$ cat src/common/xas_pkg.sv
`default_nettype none
package xas_pkg;
    // ------------------------------------------------------------
    // register map
    // ------------------------------------------------------------
    localparam logic [7:0] XAS_ADDR_INTERNAL_EXPANSION_RAM_PAGE    = 8'h91;
    localparam logic [7:0] XAS_ADDR_SYSTEM_CTRL  = 8'hB1;
    localparam logic [7:0] XAS_ADDR_POINTER_SEL  = 8'h92;
    localparam logic [7:0] XAS_ADDR_DATA_POINTER_LOW     = 8'h82;
    localparam logic [7:0] XAS_ADDR_DATA_POINTER_HIGH    = 8'h83;
    localparam int         XAS_DISABLE_BIT_POS   = 0;
    localparam int         XAS_VISIBLE_BIT_POS   = 1;
    localparam logic [7:0] XAS_SYSCTRL_RESET     = 8'hA1;
    localparam logic [7:0] XAS_PAGE_RESET        = 8'h00;
    localparam logic [2:0] XAS_PSEL_RESET        = 3'h0;
    localparam logic [15:0] XAS_DATA_POINTER_RESET       = 16'h0000;
    localparam int         XAS_NUM_DATA_POINTER          = 8;
    // lowest internal ram address; top of range is FFFF
    localparam logic [15:0] XAS_INTERNAL_EXPANSION_RAM_BASE        = 16'hF700;
    localparam logic [15:0] XAS_INTERNAL_EXPANSION_RAM_TOP         = 16'hFFFF;

    typedef struct packed {
        logic        valid;
        logic        write;
        logic        use_ptr;
        logic [7:0]  reg_addr;
        logic [7:0]  wdata;
    } xas_move_t;

    typedef struct packed {
        logic        use_internal_expansion_ram;
        logic        rd_n;
        logic        wr_n;
        logic        p0_bus;
        logic        p2_bus;
        logic [15:0] addr;
        logic [7:0]  wdata;
        logic        write;
    } xas_route_t;
endpackage
`default_nettype wire

$ cat src/hw/xas_data_pointer_bank.sv
`default_nettype none
module xas_data_pointer_bank
    import xas_pkg::*;
(
    input  wire logic        clk_in,
    input  wire logic        reset_n_in,
    input  wire logic [2:0]  sel_in,
    input  wire logic        wr_low_in,
    input  wire logic        wr_high_in,
    input  wire logic [7:0]  wdata_in,
    output logic      [15:0] data_pointer_out
);
    logic [15:0] ptr_ff [XAS_NUM_DATA_POINTER];
    logic [15:0] nxt_ptr [XAS_NUM_DATA_POINTER];

    always_comb
    begin
        for (int i = 0; i < XAS_NUM_DATA_POINTER; i++)
        begin
            nxt_ptr[i] = ptr_ff[i];
        end
        if (wr_low_in)
        begin
            nxt_ptr[sel_in][7:0] = wdata_in;
        end
        if (wr_high_in)
        begin
            nxt_ptr[sel_in][15:8] = wdata_in;
        end
    end

    always_ff @(posedge clk_in or negedge reset_n_in)
    begin
        if (!reset_n_in)
        begin
            for (int i = 0; i < XAS_NUM_DATA_POINTER; i++)
            begin
                ptr_ff[i] <= XAS_DATA_POINTER_RESET;
            end
        end
        else
        begin
            for (int i = 0; i < XAS_NUM_DATA_POINTER; i++)
            begin
                ptr_ff[i] <= nxt_ptr[i];
            end
        end
    end

    // only the selected pointer is ever seen by the move logic
    assign data_pointer_out = ptr_ff[sel_in];
endmodule
`default_nettype wire

$ cat src/hw/xas_steering.sv
`default_nettype none
module xas_steering
    import xas_pkg::*;
(
    input  wire logic        clk_in,
    input  wire logic        reset_n_in,
    input  wire logic [7:0]  reg_addr_in,
    input  wire logic [7:0]  reg_wdata_in,
    input  wire logic        reg_wr_in,
    input  wire logic        reg_rd_in,
    output logic      [7:0]  reg_rdata_out,
    input  wire logic        ext_access_pin_low_in,
    input  wire xas_move_t   move_in,
    output xas_route_t       route_out,
    output logic      [15:0] active_data_pointer_out
);
    // ------------------------------------------------------------
    // registers
    // ------------------------------------------------------------
    logic [7:0]  sysctrl_ff;
    logic [7:0]  nxt_sysctrl;
    logic [7:0]  page_ff;
    logic [7:0]  nxt_page;
    logic [2:0]  psel_ff;
    logic [2:0]  nxt_psel;
    logic [7:0]  rdata_ff;
    logic [7:0]  nxt_rdata;
    xas_route_t  route_ff;
    xas_route_t  nxt_route;
    logic [15:0] adptr_ff;
    logic [15:0] nxt_adptr;
    logic [15:0] data_pointer;
    logic        wr_low;
    logic        wr_high;

    assign wr_low  = reg_wr_in && (reg_addr_in == XAS_ADDR_DATA_POINTER_LOW);
    assign wr_high = reg_wr_in && (reg_addr_in == XAS_ADDR_DATA_POINTER_HIGH);

    // ------------------------------------------------------------
    // register decode
    // ------------------------------------------------------------
    logic        wr_sysctrl;
    logic        wr_page;
    logic        wr_psel;
    logic        rd_sysctrl;
    logic        rd_page;
    logic        rd_psel;
    logic        rd_data_pointer_low;
    logic        rd_data_pointer_high;

    assign wr_sysctrl   = reg_wr_in && (reg_addr_in == XAS_ADDR_SYSTEM_CTRL);
    assign wr_page      = reg_wr_in && (reg_addr_in == XAS_ADDR_INTERNAL_EXPANSION_RAM_PAGE);
    assign wr_psel      = reg_wr_in && (reg_addr_in == XAS_ADDR_POINTER_SEL);
    assign rd_sysctrl   = reg_rd_in && (reg_addr_in == XAS_ADDR_SYSTEM_CTRL);
    assign rd_page      = reg_rd_in && (reg_addr_in == XAS_ADDR_INTERNAL_EXPANSION_RAM_PAGE);
    assign rd_psel      = reg_rd_in && (reg_addr_in == XAS_ADDR_POINTER_SEL);
    assign rd_data_pointer_low  = reg_rd_in && (reg_addr_in == XAS_ADDR_DATA_POINTER_LOW);
    assign rd_data_pointer_high = reg_rd_in && (reg_addr_in == XAS_ADDR_DATA_POINTER_HIGH);

    xas_data_pointer_bank u_bank
    (
        .clk_in     (clk_in),
        .reset_n_in (reset_n_in),
        .sel_in     (psel_ff),
        .wr_low_in  (wr_low),
        .wr_high_in (wr_high),
        .wdata_in   (reg_wdata_in),
        .data_pointer_out   (data_pointer)
    );

    // ------------------------------------------------------------
    // system control: disable and visibility bits
    // ------------------------------------------------------------
    always_comb
    begin
        nxt_sysctrl = sysctrl_ff;
        if (wr_sysctrl)
        begin
            // other bits are plain storage
            nxt_sysctrl = reg_wdata_in;
            // a cleared disable bit stays clear until reset, so a stray
            // write cannot pull internal ram away from running code
            nxt_sysctrl[XAS_DISABLE_BIT_POS] =
                sysctrl_ff[XAS_DISABLE_BIT_POS]
                & reg_wdata_in[XAS_DISABLE_BIT_POS];
        end
    end

    always_ff @(posedge clk_in or negedge reset_n_in)
    begin
        if (!reset_n_in)
        begin
            sysctrl_ff <= XAS_SYSCTRL_RESET;
        end
        else
        begin
            sysctrl_ff <= nxt_sysctrl;
        end
    end

    // ------------------------------------------------------------
    // page register for register-indirect moves
    // ------------------------------------------------------------
    always_comb
    begin
        nxt_page = page_ff;
        if (wr_page)
        begin
            nxt_page = reg_wdata_in;
        end
    end

    always_ff @(posedge clk_in or negedge reset_n_in)
    begin
        if (!reset_n_in)
        begin
            page_ff <= XAS_PAGE_RESET;
        end
        else
        begin
            page_ff <= nxt_page;
        end
    end

    // ------------------------------------------------------------
    // pointer select
    // ------------------------------------------------------------
    always_comb
    begin
        nxt_psel = psel_ff;
        if (wr_psel)
        begin
            nxt_psel = reg_wdata_in[2:0];
        end
    end

    always_ff @(posedge clk_in or negedge reset_n_in)
    begin
        if (!reset_n_in)
        begin
            psel_ff <= XAS_PSEL_RESET;
        end
        else
        begin
            psel_ff <= nxt_psel;
        end
    end

    // ------------------------------------------------------------
    // read data
    // ------------------------------------------------------------
    always_comb
    begin
        // idle and unmapped cycles read as zero
        nxt_rdata = 8'h00;
        if (rd_sysctrl)
        begin
            nxt_rdata = sysctrl_ff;
        end
        if (rd_page)
        begin
            nxt_rdata = page_ff;
        end
        if (rd_psel)
        begin
            nxt_rdata = {5'h00, psel_ff};
        end
        if (rd_data_pointer_low)
        begin
            nxt_rdata = data_pointer[7:0];
        end
        if (rd_data_pointer_high)
        begin
            nxt_rdata = data_pointer[15:8];
        end
    end

    always_ff @(posedge clk_in or negedge reset_n_in)
    begin
        if (!reset_n_in)
        begin
            rdata_ff <= 8'h00;
        end
        else
        begin
            rdata_ff <= nxt_rdata;
        end
    end

    // ------------------------------------------------------------
    // access steering
    // ------------------------------------------------------------
    logic        dis;
    logic        vis;
    logic        hit;
    logic [15:0] eff_addr;

    always_comb
    begin
        dis = sysctrl_ff[XAS_DISABLE_BIT_POS];
        vis = sysctrl_ff[XAS_VISIBLE_BIT_POS];
        // register moves build the address from page and register
        eff_addr = move_in.use_ptr ? data_pointer
                 : {page_ff, move_in.reg_addr};
        hit = (eff_addr >= XAS_INTERNAL_EXPANSION_RAM_BASE)
            && (eff_addr <= XAS_INTERNAL_EXPANSION_RAM_TOP);
        nxt_route = route_ff;
        nxt_route.rd_n = 1'b1;
        nxt_route.wr_n = 1'b1;
        if (move_in.valid)
        begin
            nxt_route.addr     = eff_addr;
            nxt_route.wdata    = move_in.wdata;
            nxt_route.write    = move_in.write;
            nxt_route.use_internal_expansion_ram = hit && !dis;
            if (!hit || dis)
            begin
                // external cycle; visibility has no say here
                nxt_route.p0_bus = 1'b1;
                nxt_route.p2_bus = move_in.use_ptr;
                nxt_route.rd_n   = move_in.write;
                nxt_route.wr_n   = !move_in.write;
            end
            else if (vis)
            begin
                nxt_route.p0_bus = 1'b1;
                nxt_route.p2_bus = move_in.use_ptr;
                nxt_route.rd_n   = move_in.write;
                nxt_route.wr_n   = !move_in.write;
            end
            else
            begin
                // pin low still shows data on the ports, strobes quiet
                nxt_route.p0_bus = ext_access_pin_low_in;
                nxt_route.p2_bus = ext_access_pin_low_in
                                 && move_in.use_ptr;
            end
        end
        else
        begin
            nxt_route.p0_bus = 1'b0;
            nxt_route.p2_bus = 1'b0;
        end
    end

    // ------------------------------------------------------------
    // route register
    // ------------------------------------------------------------
    always_ff @(posedge clk_in or negedge reset_n_in)
    begin
        if (!reset_n_in)
        begin
            route_ff <= '{use_internal_expansion_ram: 1'b0, rd_n: 1'b1, wr_n: 1'b1,
                          p0_bus: 1'b0, p2_bus: 1'b0, addr: 16'h0000,
                          wdata: 8'h00, write: 1'b0};
        end
        else
        begin
            route_ff <= nxt_route;
        end
    end

    // ------------------------------------------------------------
    // active pointer copy
    // ------------------------------------------------------------
    // registered so the output leaves a flip-flop; it lags the select
    // register by one cycle
    always_comb
    begin
        nxt_adptr = data_pointer;
    end

    always_ff @(posedge clk_in or negedge reset_n_in)
    begin
        if (!reset_n_in)
        begin
            adptr_ff <= XAS_DATA_POINTER_RESET;
        end
        else
        begin
            adptr_ff <= nxt_adptr;
        end
    end

    assign reg_rdata_out   = rdata_ff;
    assign route_out       = route_ff;
    assign active_data_pointer_out = adptr_ff;
endmodule
`default_nettype wire

$ cat config.mk
export PLATFORM = sky130hd
export DESIGN_NAME = xas_steering
export DESIGN_NICKNAME = d
export VERILOG_FILES = /design/src/common/xas_pkg.sv /design/src/hw/xas_data_pointer_bank.sv /design/src/hw/xas_steering.sv
export SDC_FILE = /design/constraint.sdc
export NUM_CORES = 1
export LEC_CHECK = 0
export BUFFER_PORTS_ARGS = -buffer_cell sky130_fd_sc_hd__buf_2
export CAP_MARGIN = 30
export CORE_MARGIN = 1.5
export CORE_UTILIZATION = 35
export CTS_CLUSTER_DIAMETER = 60
export DETAILED_ROUTE_END_ITERATION = 8
export GPL_TIMING_DRIVEN = 0
export PLACE_DENSITY = 0.58
export SLEW_MARGIN = 20
export SYNTH_ARGS = -nofsm -noshare
export SYNTH_HDL_FRONTEND = slang
export SYNTH_SLANG_ARGS = --single-unit
export TNS_END_PERCENT = 30
$ cat constraint.sdc
create_clock -name clk_in -period 4.1 [get_ports clk_in]
set_clock_uncertainty 0.05 [all_clocks]
set_input_delay 0.615 -clock clk_in [delete_from_list [all_inputs] [get_ports clk_in]]
set_output_delay 0.615 -clock clk_in [all_outputs]
set_load 0.01 [all_outputs]
### Yosys cells after proc, flatten, opt, wreduce, memory -nomap -nowiden

Index checks and enable logic that the tools add are counted.

* bits of input ports: 40
* flip-flop bits (word level): 201
* output and inout bits: 54
* word-level logic and storage cells: 72

* muxes and demuxes: 22
* bitwise operators: 2
* reduce and logical (&&, ||, !) cells: 18
* magnitude comparators: 4
* equality and inequality tests: 5

Operator list (count)
* $bwmux 128: 2
* $mux 128: 2
* $demux 16 s3: 2
* $mux 16: 4
* $bmux 16 s3: 1
* $mux 8: 6
* $eq 8x8->1 const B: 5
* $ge 16x16->1 const B: 1
* $le 16x16->1 const B: 1
* $logic_and 1x1->1: 14
* $mux 2: 4
* $ge 4x4->1 const B: 1
* $lt 4x1->1 const B: 1
* $mux 4: 1
* $not 3->4: 1
* $logic_not 1->1: 3
* $and 1x1->1: 1
* $logic_or 1x1->1: 1

### Depth between registers and ports, before layout

Gate-level depths: netlist of the first run.

* depth after elaboration: 11
* depth in mapped cells: 11
* gate-level depth less buffers: 6

### Modules after synthesis

A second synthesis of the first run with hierarchy kept.

* cell total of the unflattened synthesis: 585
* area, all modules: 8921.1 um^2

By module, submodules not included
* xas_data_pointer_bank: area each 5918.2 um^2, cells an instance 354, times used 1, seq. area each 3203.1 um^2
* xas_steering: area each 3002.9 um^2, cells an instance 231, times used 1, seq. area each 1833.0 um^2

### Worst setup path before layout of the first run

OpenSTA, ideal clock, no wires.

* path type: input to register
* start: in reg_addr_in[6]
* end: reg u_bank.ptr_ff[100] (netlist bit)
* setup slack: 1553 ps
* library setup time: 125 ps
* arrival: 2373 ps
* buffers on the path: 0
* required time: 3925 ps
* stages: 5
* cells stage by stage: or4b_4 > nor4b_2 > nand2_1 > nor2_2 > mux2_2

* longest elaborated chain between the ends: 5
* elaborated cells on any way between the ends: 7
* those cells by class: 2 x eq/ne; 3 x mux; 2 x reduce/logical

RTL lines
* start, declared: line xas_steering.sv:7 `input wire logic [7:0] reg_addr_in,`
* $eq 8x8->1: line xas_steering.sv:36 `assign wr_low = reg_wr_in && (reg_addr_in == XAS_ADDR_DATA_POINTER_LOW);`
* $logic_and 1x1->1: line xas_steering.sv:36
* $mux 128: line xas_data_pointer_bank.sv:22 `if (wr_low_in)`
* $bwmux 128: line xas_data_pointer_bank.sv:28 `nxt_ptr[sel_in][15:8] = wdata_in;`
* $mux 128 (*): line xas_data_pointer_bank.sv:26 `if (wr_high_in)`
* end signal, assigned by index: line xas_data_pointer_bank.sv:45 `ptr_ff[i] <= nxt_ptr[i];`
* end, declared: line xas_data_pointer_bank.sv:13 `logic [15:0] ptr_ff [XAS_NUM_DATA_POINTER];`

Mark *: on every way between the ends. The rest lies on a longest branch, timed or not.
A chain may end at the register's enable or synchronous reset.

### Worst setup path in the final report of the first run

* start: reg psel_ff[1]
* end: reg route_ff (netlist bit route_out[12])

* longest elaborated chain between the ends: 5

RTL lines
* start, declared: line xas_steering.sv:24 `logic [2:0] psel_ff;`
* start signal, assigned: line xas_steering.sv:145 `psel_ff <= nxt_psel;`
* $not 3->4 (implied by the code): line xas_data_pointer_bank.sv:51 `assign data_pointer_out = ptr_ff[sel_in];`
* $bmux 16 s3: line xas_data_pointer_bank.sv:51
* $mux 16 (implied by the code) (2 in series): line xas_data_pointer_bank.sv:51
* $mux 16: line xas_steering.sv:203 `eff_addr = move_in.use_ptr ? data_pointer`
* end signal, assigned: line xas_steering.sv:253 `route_ff <= '{use_internal_expansion_ram: 1'b0, rd_n: 1'b1, wr_n: 1'b1,`
* end signal, assigned: line xas_steering.sv:259 `route_ff <= nxt_route;`
* end, declared: line xas_steering.sv:28 `xas_route_t route_ff;`

No other way between the ends. The select of a mux whose other input is x is not followed.

==> results.json, run 1 <==
{
  "cpMostUsedCell": "buf_2",
  "drtAntennaViolNets": 0,
  "yosys-top-cells-area": "dfrtp_1, mux2_2, mux2_1, mux2i_1, nand2_1",
  "finalHoldViolations": 2,
  "yosysTopAreaCell": "dfrtp_1",
  "synthFlopType": "dfrtp_1",
  "clkLatencyLatePin_ns": 0.50,
  "first_pass_iters": 5,
  "tightest_slew_ns": 0.9055,
  "initial_core_util_pct": 35.58,
  "cellInternalPower_w": 0.003213,
  "synth-seq-cells": 201,
  "p_comb_share_pct": 8.2,
  "syn_avg_cell_area_um2": 13.64,
  "core_um2": 25180,
  "p_leak_nw": 5.188,
  "grt_pass1_vias": 5825,
  "finalSetupViolations": 0,
  "setup_ws_ns": 0.9578,
  "seq_power_share_pct": 49.0,
  "synth.distinct_cells": 68,
  "cts_hold_buf": 0,
  "syn_inst": 657,
  "yosysWarnings": 0,
  "fin_nets": 814,
  "yosysTopAreaCellShare_pct": 54.75,
  "synth_edf_count": 0,
  "ys_seq_area_share_pct": 56.22,
  "area_growth_pct": 17.65,
  "grt_busiest_layer": "met2",
  "fp.dieH_um": 163.0,
  "antenna_found_initial": 0,
  "dp_slack_ns": 0.9123,
  "cp_data_required_time_ns": 4.43,
  "wirelength_um": 23240,
  "cpPeakStageDelay_ns": 0.59,
  "diodes": 0,
  "async_flop_share_pct": 100.0,
  "path_max_fanout": 10,
  "drive_above_1_share_pct": 38.93,
  "cap_violations": 0,
  "wl_per_cell_um": 20.82,
  "p_switching_w": 0.001004,
  "syn_area_um2": 8959,
  "viasPerCell": 5.165,
  "final_util_pct": 41.86,
  "grt_first_pass_wirelength_um": 35900,
  "yosys.area_share.simple_pct": 6.397,
  "synth_fa_ha_area_share_pct": 0,
  "cts_setup_buffers": 0,
  "synth_top_family_by_area": "multiplexers",
  "rsz0062_at_grt": "false",
  "nFillCells": 2341,
  "violations": "hold timing",
  "use_met1_pct": 24.64,
  "num_vias": 5764,
  "final.period_utilization_pct": 76.64,
  "slew_violations": 0,
  "clkTransAtPathRegs_ns": 0.06,
  "port_buffers": 89,
  "power_density_nw_per_um2": 400.1,
  "placed_area_um2": 9899,
  "startpoint_type": "register",
  "critPathSlowestCell": "buf_1",
  "fmax_mhz": 318.3,
  "track_usage_pct": 17.80,
  "cts_made_buffers": 21,
  "hp-class": "input pin to async pin",
  "cp-end-kind": "register",
  "rows": 58,
  "worstPathCellList": "buf_4, buf_2, buf_2, buf_1, mux4_2, mux2i_1, a21oi_1, mux2_2",
  "finalPower_w": 0.004217,
  "min_period_ns": 3.142,
  "cts_resized": 0,
  "grt_use_met3_pct": 2.750,
  "synthMuxAreaShare_pct": 26.98,
  "slew_headroom_pct": 39.13,
  "hold_slack_ns": -0.002054,
  "grt_overflow": 0,
  "clkPwrFrac_pct": 42.8,
  "cts_tree": "built",
  "use_met2_pct": 29.34,
  "drc_errors": 0,
  "arrival_ns": 3.47,
  "h-tree-depth": 1,
  "place.gp.congestion": 0.7939,
  "synth_nets": 697,
  "clk_path_buf_depth": 3,
  "cts_root_buffer": "clkbuf_16",
  "drt_iter0_markers": 425,
  "grt_max_degree": 91,
  "cts.sinks": 201,
  "post-dp-hpwl_um": 16200,
  "peakVddDrop_mv": 0.2788,
  "path_class": "register to register",
  "status": "finished with violations",
  "dieWidth_um": 163.0,
  "ioPinCount": 94,
  "dieArea_um2": 26560,
  "final_area_um2": 10540,
  "synth_compound_gate_area_share_pct": 7.472,
  "swShare_pct": 23.81,
  "synth-xor-area-share_pct": 0
}
[per-layer routing]
layer / part of all wire (%) / routed length [um] / vias to the layer above
li1: - / - / 2633
met1: 47 / 10890 / 2945
met2: 46 / 10680 / 158
met3: 5.4 / 1250 / 28
met4: 1.8 / 418 / 0
met5: 0 / 0 / -
[synthesized netlist by cell type (5+ instances only)]
master	n
dfrtp_1	196
mux2_2	133
mux2_1	46
nand2_1	36
nor2_1	22
mux2i_1	20
a21oi_1	19
clkbuf_1	16
inv_1	16
o21ai_0	12
a221oi_1	7
a22oi_1	7
o21ai_1	7
a22o_1	6
buf_1	6
mux4_2	6
dfstp_2	5
nor2_2	5
nor2b_1	5
[cell families after synthesis]
group / count (synthesis)
compound gates: 90
buf+inv: 52
flops: 201
mux: 208
simple gates: 106
[final timing paths]
| path | start | end | slack, ns | cells after the start |
|---|---|---|---|---|
| worst max-delay path | psel_ff[1] | route_out[12] | 0.96 | 8 |
| worst min register to register | u_bank.ptr_ff[45] | u_bank.ptr_ff[45] | 0.43 | 1 |
| worst min-delay path | reset_n_in | route_out[26] | -0.002 | 1 |
| min in group clk_in | move_in[17] | route_out[27] | 0.26 | 2 |
| worst max register to register | psel_ff[1] | route_out[12] | 0.96 | 8 |
| max in group asynchronous | reset_n_in | u_bank.ptr_ff[109] | 2.87 | 3 |
[layout make-up]
cell class              instances  area (um^2)  area share (%)
plain buffers                  33        191.4           1.816
clock buffers                  33        630.6           5.983
clock inverters                 2        10.01         0.09497
inverters                      19        71.32          0.6766
multi-input cells             404         3660           34.72
flip-flops and latches        201         5036           47.78
well taps                     330        412.9           3.917
repair buffers                 94        528.0           5.009
[flip-flops by register name (all words and copies together) (netlist names)]
name                     flops
route_out                   30
reg_rdata_out                8
psel_ff                      3
sysctrl_ff                   8
active_data_pointer_out     16
page_ff                      8
u_bank.ptr_ff              128
[through the flow]
step | TNS (ns) | cells
after detailed placement | 0 | 1081
after global routing | 0 | 1116
after global placement | -217.19 | 1076
after CTS | 0 | 1116
final | 0 | 1116
after floorplan | 0 | 657
[power by group through the flow]
stage | logic [W] | registers (W) | clock network (W)
floorplan | 0.000153 | 0.00212 | 0
global placement | 0.000341 | 0.00210 | 0
detailed placement | 0.000351 | 0.00210 | 0
CTS | 0.000352 | 0.00207 | 0.00185
global route | 0.000380 | 0.00207 | 0.00193
finish | 0.000345 | 0.00207 | 0.00181
[worst max-delay path, delay by kind of cell (launching register included)]
family	cells	cell delay, ns
muxes	3	1.16
DFF	1	0.34
buffers and inverters	4	1.33
AOI/OAI and AO/OA	1	0.14
[cell usage in the layout, fill, tap and decap left out, types with 4 or more instances in the layout]
master	n
a21oi_1	19
a221oi_1	7
a221oi_2	4
a22o_1	6
a22oi_1	7
buf_1	6
buf_2	94
clkbuf_1	22
clkbuf_16	21
clkbuf_8	6
dfrtp_1	196
dfstp_2	5
inv_1	16
mux2_1	46
mux2_2	133
mux2i_1	20
mux4_2	6
nand2_1	36
nor2_1	22
nor2_2	5
nor2b_1	5
nor3_1	4
o211ai_1	4
o21ai_0	12
o21ai_1	7
o22ai_1	4
Note: power is estimated with default switching activity, not from simulation.
==> run 2, diff against run 1 <==
--- a/config.mk
+++ b/config.mk
@@ -12,7 +12,7 @@
 export CTS_CLUSTER_DIAMETER = 60
 export DETAILED_ROUTE_END_ITERATION = 8
 export GPL_TIMING_DRIVEN = 0
-export PLACE_DENSITY = 0.58
+export PLACE_DENSITY = 0.6
 export SLEW_MARGIN = 20
 export SYNTH_ARGS = -nofsm -noshare
 export SYNTH_HDL_FRONTEND = slang
==> constraint.sdc (replaced) <==
create_clock -name clk_in -period 2.55 [get_ports clk_in]
set_clock_uncertainty 0.05 [all_clocks]
set_input_delay 0.3825 -clock clk_in [delete_from_list [all_inputs] [get_ports clk_in]]
set_output_delay 0.3825 -clock clk_in [all_outputs]
set_load 0.01 [all_outputs]
==> results.json, run 2 (synthesis results as in run 1) <==
{
  "path_max_fanout": 6,
  "place.gp.congestion": 0.8487,
  "dp_cells": 1080,
  "rows": 58,
  "fp.dieH_um": 163.0,
  "grt_max_degree": 78,
  "power_density_nw_per_um2": 629.8,
  "dp_slack_ns": -0.4951,
  "h-tree-depth": 1,
  "clkPwrFrac_pct": 43.5,
  "drt_iter0_markers": 456,
  "dieArea_um2": 26560,
  "drc_errors": 0,
  "cts_root_buffer": "clkbuf_16",
  "cts_tree": "built",
  "slew_headroom_pct": 38.68,
  "cap_violations": 0,
  "fin_nets": 841,
  "dieWidth_um": 163.0,
  "finalHoldViolations": 0,
  "drtAntennaViolNets": 0,
  "p_switching_w": 0.001654,
  "cp_data_required_time_ns": 2.85,
  "cp-end-kind": "register",
  "port_buffers": 89,
  "placed_area_um2": 9892,
  "grt_use_met3_pct": 2.928,
  "use_met2_pct": 29.13,
  "grt_busiest_layer": "met2",
  "ioPinCount": 94,
  "arrival_ns": 2.81,
  "clkLatencyLatePin_ns": 0.50,
  "final_cell_mix": "dfrtp_1, mux2_2, buf_2, mux2_1, nand2_1",
  "clkTransAtPathRegs_ns": 0.06,
  "viasPerCell": 5.119,
  "slew_violations": 0,
  "seq_power_share_pct": 47.5,
  "swShare_pct": 23.63,
  "final.period_utilization_pct": 98.17,
  "instances_no_fill": 1144,
  "startpoint_type": "register",
  "setup_tns_ns": 0,
  "antenna_found_initial": 0,
  "area_growth_pct": 24.06,
  "status": "completed",
  "setup_ws_ns": 0.04670,
  "wirelength_um": 23630,
  "cts.sinks": 201,
  "core_um2": 25180,
  "clk_path_buf_depth": 3,
  "peakVddDrop_mv": 0.3813,
  "drive_above_1_share_pct": 44.47,
  "use_met1_pct": 24.76,
  "tightest_slew_ns": 0.9127,
  "wl_per_cell_um": 20.66,
  "final_common_cell": "dfrtp_1",
  "cellInternalPower_w": 0.005345,
  "hp-class": "input pin to register",
  "min_period_ns": 2.503,
  "top_register": "u_bank.ptr_ff",
  "track_usage_pct": 17.93,
  "grt_pass1_vias": 5880,
  "post-dp-hpwl_um": 16290,
  "grt_first_pass_wirelength_um": 36130,
  "first_pass_iters": 7,
  "fmax_mhz": 399.5,
  "num_vias": 5856,
  "rsz0062_at_grt": "true",
  "p_leak_nw": 5.399,
  "final_util_pct": 44.14,
  "path_class": "register to register",
  "largest_reg_flops": 128,
  "finalSetupViolations": 0,
  "p_comb_share_pct": 9.0,
  "grt_overflow": 0,
  "diodes": 0,
  "cts_made_buffers": 21,
  "final_area_um2": 11110,
  "initial_core_util_pct": 35.58
}
[run 2: metrics by stage]
step	hold WS, ns	power [W]
finish	0.02339	0.006999
global placement	0.4120	0.003924
global route	0.03160	0.007259
floorplan	0.03691	0.003650
detailed placement	0.3047	0.003945
CTS	0.005755	0.007031
[run 2: metal layers]
| metal | up-vias | share of wire (%) |
|---|---|---|
| li1 | 2689 | - |
| met1 | 2978 | 46 |
| met2 | 163 | 47 |
| met3 | 26 | 4.8 |
| met4 | 0 | 1.9 |
| met5 | - | 0 |
[run 2: area by class of cell]
cell class | count | area (um^2)
plain buffers | 32 | 224.0
clock buffers | 32 | 636.9
clock inverters | 4 | 47.55
fillers | 2318 | 14070
inverters | 19 | 75.07
multi-input cells | 404 | 3835
flip-flops and latches | 201 | 5039
well taps | 330 | 412.9
repair buffers | 122 | 844.6
[run 2: critical path: stages, from the launching register on]
cell	delay [ns]
dfrtp_2	0.46
buf_12	0.16
buf_12	0.13
buf_12	0.13
buf_6	0.11
mux2i_1	0.11
o22a_1	0.21
a31oi_2	0.23
o2111ai_2	0.18
a2111oi_4	0.47
a21oi_1	0.11
[run 2: worst paths after layout]
path / startpoint / endpoint / slack, ns / cells past startpoint
min in group asynchronous: reset_n_in / route_out[1] / 0.37 / 2
min: move_in[17] / route_out[27] / 0.02 / 2
min reg2reg: u_bank.ptr_ff[56] / u_bank.ptr_ff[56] / 0.43 / 2
max in group asynchronous: reset_n_in / sysctrl_ff[7] / 1.32 / 3
max reg2reg: psel_ff[0] / route_out[25] / 0.05 / 10
max: psel_ff[0] / route_out[25] / 0.05 / 10
[run 2: power by group through the flow]
| stage | combinational (W) | clock (W) | sequential [W] |
|---|---|---|---|
| after floorplan | 0.000246 | 0 | 0.00340 |
| after global placement | 0.000548 | 0 | 0.00338 |
| after detailed placement | 0.000565 | 0 | 0.00338 |
| after CTS | 0.000596 | 0.00311 | 0.00332 |
| after global routing | 0.000684 | 0.00324 | 0.00333 |
| final | 0.000630 | 0.00305 | 0.00332 |
[run 2: repair_timing]
item                       CTS  global route
buffers inserted             9            15
hold endpoints to repair    58             0
pin swaps                    5            10
setup endpoints to repair  112            87
gates resized for setup     29            24
gates cloned                 0             3
hold buffers                 1             0
==> run 3, diff against run 2 <==
--- a/config.mk
+++ b/config.mk
@@ -8,11 +8,12 @@
 export BUFFER_PORTS_ARGS = -buffer_cell sky130_fd_sc_hd__buf_2
 export CAP_MARGIN = 30
 export CORE_MARGIN = 1.5
-export CORE_UTILIZATION = 35
+export CORE_UTILIZATION = 53
 export CTS_CLUSTER_DIAMETER = 60
 export DETAILED_ROUTE_END_ITERATION = 8
 export GPL_TIMING_DRIVEN = 0
-export PLACE_DENSITY = 0.6
+export PLACE_DENSITY = 0.82
+export SETUP_SLACK_MARGIN = 0.05
 export SLEW_MARGIN = 20
 export SYNTH_ARGS = -nofsm -noshare
 export SYNTH_HDL_FRONTEND = slang
==> results.json, run 3 (synthesis results as in run 1) <==
{
  "wirelength_um": 23470,
  "top_register": "u_bank.ptr_ff",
  "h-tree-depth": 1,
  "use_met2_pct": 43.34,
  "final.period_utilization_pct": 99.11,
  "crit_family": "compound AO/OA/AOI/OAI gates",
  "hold_end": "route_out[27]",
  "fin_nets": 835,
  "cts_made_buffers": 20,
  "cp-end-kind": "register",
  "cap_violations": 0,
  "use_met1_pct": 35.13,
  "diodes": 0,
  "finalHoldViolations": 0,
  "clkTransAtPathRegs_ns": 0.06,
  "r2r_cells": 10,
  "num_vias": 6295,
  "startpoint_type": "register",
  "cts_tree": "built",
  "path_class": "register to register",
  "cts_root_buffer": "clkbuf_16",
  "largest_reg_flops": 128,
  "r2r_end": "route_out[9]",
  "grt_busiest_layer": "met2",
  "min_delay_path_depth": 2,
  "grt_overflow": 0,
  "post-dp-hpwl_um": 15680,
  "ff2ff_setup_slack_ns": 0.02,
  "multi_input_area_um2": 3841,
  "viasPerCell": 6.130,
  "dieWidth_um": 133.0,
  "setup_ws_ns": 0.02280,
  "drtAntennaViolNets": 0,
  "slew_violations": 0,
  "crit_buf_inv": 4,
  "grt_pass1_vias": 6507,
  "cp_data_required_time_ns": 2.88,
  "dieArea_um2": 17690,
  "finalSetupViolations": 0,
  "p_leak_nw": 5.329,
  "regArea_um2": 5037,
  "track_usage_pct": 26.60,
  "port_buffers": 89,
  "worstPathCellList": "buf_8, buf_12, buf_12, buf_12, mux2_1, a22oi_1, nor2_1, a221oi_2, a21oi_1, mux2_2",
  "clk_path_buf_depth": 3,
  "place.gp.congestion": 0.8691,
  "min_period_ns": 2.527,
  "rsz0062_at_grt": "true",
  "slew_headroom_pct": 37.57,
  "grt_max_degree": 108,
  "status": "completed",
  "drc_errors": 0,
  "power_density_nw_per_um2": 632.1,
  "final_common_cell": "dfrtp_1",
  "cpMostUsedCell": "buf_12",
  "core_um2": 16520,
  "antenna_found_initial": 0,
  "ioPinCount": 94,
  "path_max_fanout": 9,
  "fp.dieH_um": 133.0,
  "peakVddDrop_mv": 0.4092,
  "initial_core_util_pct": 54.21,
  "rows": 47,
  "drt_iter0_markers": 576,
  "grt_use_met3_pct": 4.521,
  "nFillCells": 1126,
  "fmax_mhz": 395.7,
  "critPathSlowestCell": "dfrtp_2",
  "grt_first_pass_wirelength_um": 36250,
  "cts.sinks": 201,
  "final_cell_mix": "dfrtp_1, mux2_2, buf_2, mux2_1, nand2_1",
  "finalPower_w": 0.006838,
  "clkLatencyLatePin_ns": 0.50,
  "hp-class": "input pin to register",
  "wl_per_cell_um": 22.86,
  "first_pass_iters": 9,
  "min_from": "move_in[17]",
  "dp_slack_ns": -0.4100,
  "area_growth_pct": 20.75,
  "tightest_slew_ns": 0.9293,
  "worstReg2RegStart": "psel_ff[0]",
  "drive_above_1_share_pct": 44.11,
  "arrival_ns": 2.86,
  "hold_slack_ns": 0.04170,
  "cpPeakStageDelay_ns": 0.42
}
run 3: layout make-up:
cell class              count  area share [%]
well taps                 220           2.545
inverters                  19          0.6940
multi-input cells         404           35.51
repair buffers            117           6.662
plain buffers              32           2.140
clock inverters             6          0.5089
flip-flops and latches    201           46.56
clock buffers              28           5.378
run 3: worst max path at each step:
| stage | start | endpoint | depth (start not counted) |
|---|---|---|---|
| after floorplan | reg_addr_in[6] | u_bank.ptr_ff[100] | 5 |
| final | psel_ff[0] | route_out[9] | 10 |
| after global placement | reset_n_in | u_bank.ptr_ff[36] | 1 |
| after detailed placement | psel_ff[0] | route_out[13] | 9 |
| after CTS | psel_ff[0] | u_bank.ptr_ff[57] | 8 |
| after global routing | psel_ff[2] | route_out[25] | 7 |
run 3: report_power, final:
part           internal, W  switching (W)  total, W
registers          0.00328      0.0000478   0.00333
logic             0.000251       0.000378  0.000630
clock network      0.00169        0.00119   0.00288
run 3: per-layer routing:
metal  up-vias  wire (um)
li1       2674          -
met1      3185       9330
met2       360      11280
met3        76       1960
met4         0        903
met5         -          0
run 3: what timing repair did:
action / CTS / global route
gates cloned: 0 / 2
gates resized for setup: 31 / 25
pin swaps: 3 / 9
hold buffers: 1 / 0
setup buffers: 10 / 12
endpoints found under the setup margin: 117 / 85
endpoints found under the hold margin: 92 / 0
run 3: stage by stage:
step	util, %	cell area (um^2)	cells	TNS, ns
final	65.47	10820	1027	0
after CTS	63.98	10570	1013	0
after global placement	58.58	9679	966	-398.86
after global routing	65.47	10820	1027	0
after floorplan	-	8959	657	0
after detailed placement	58.87	9728	968	-21.55
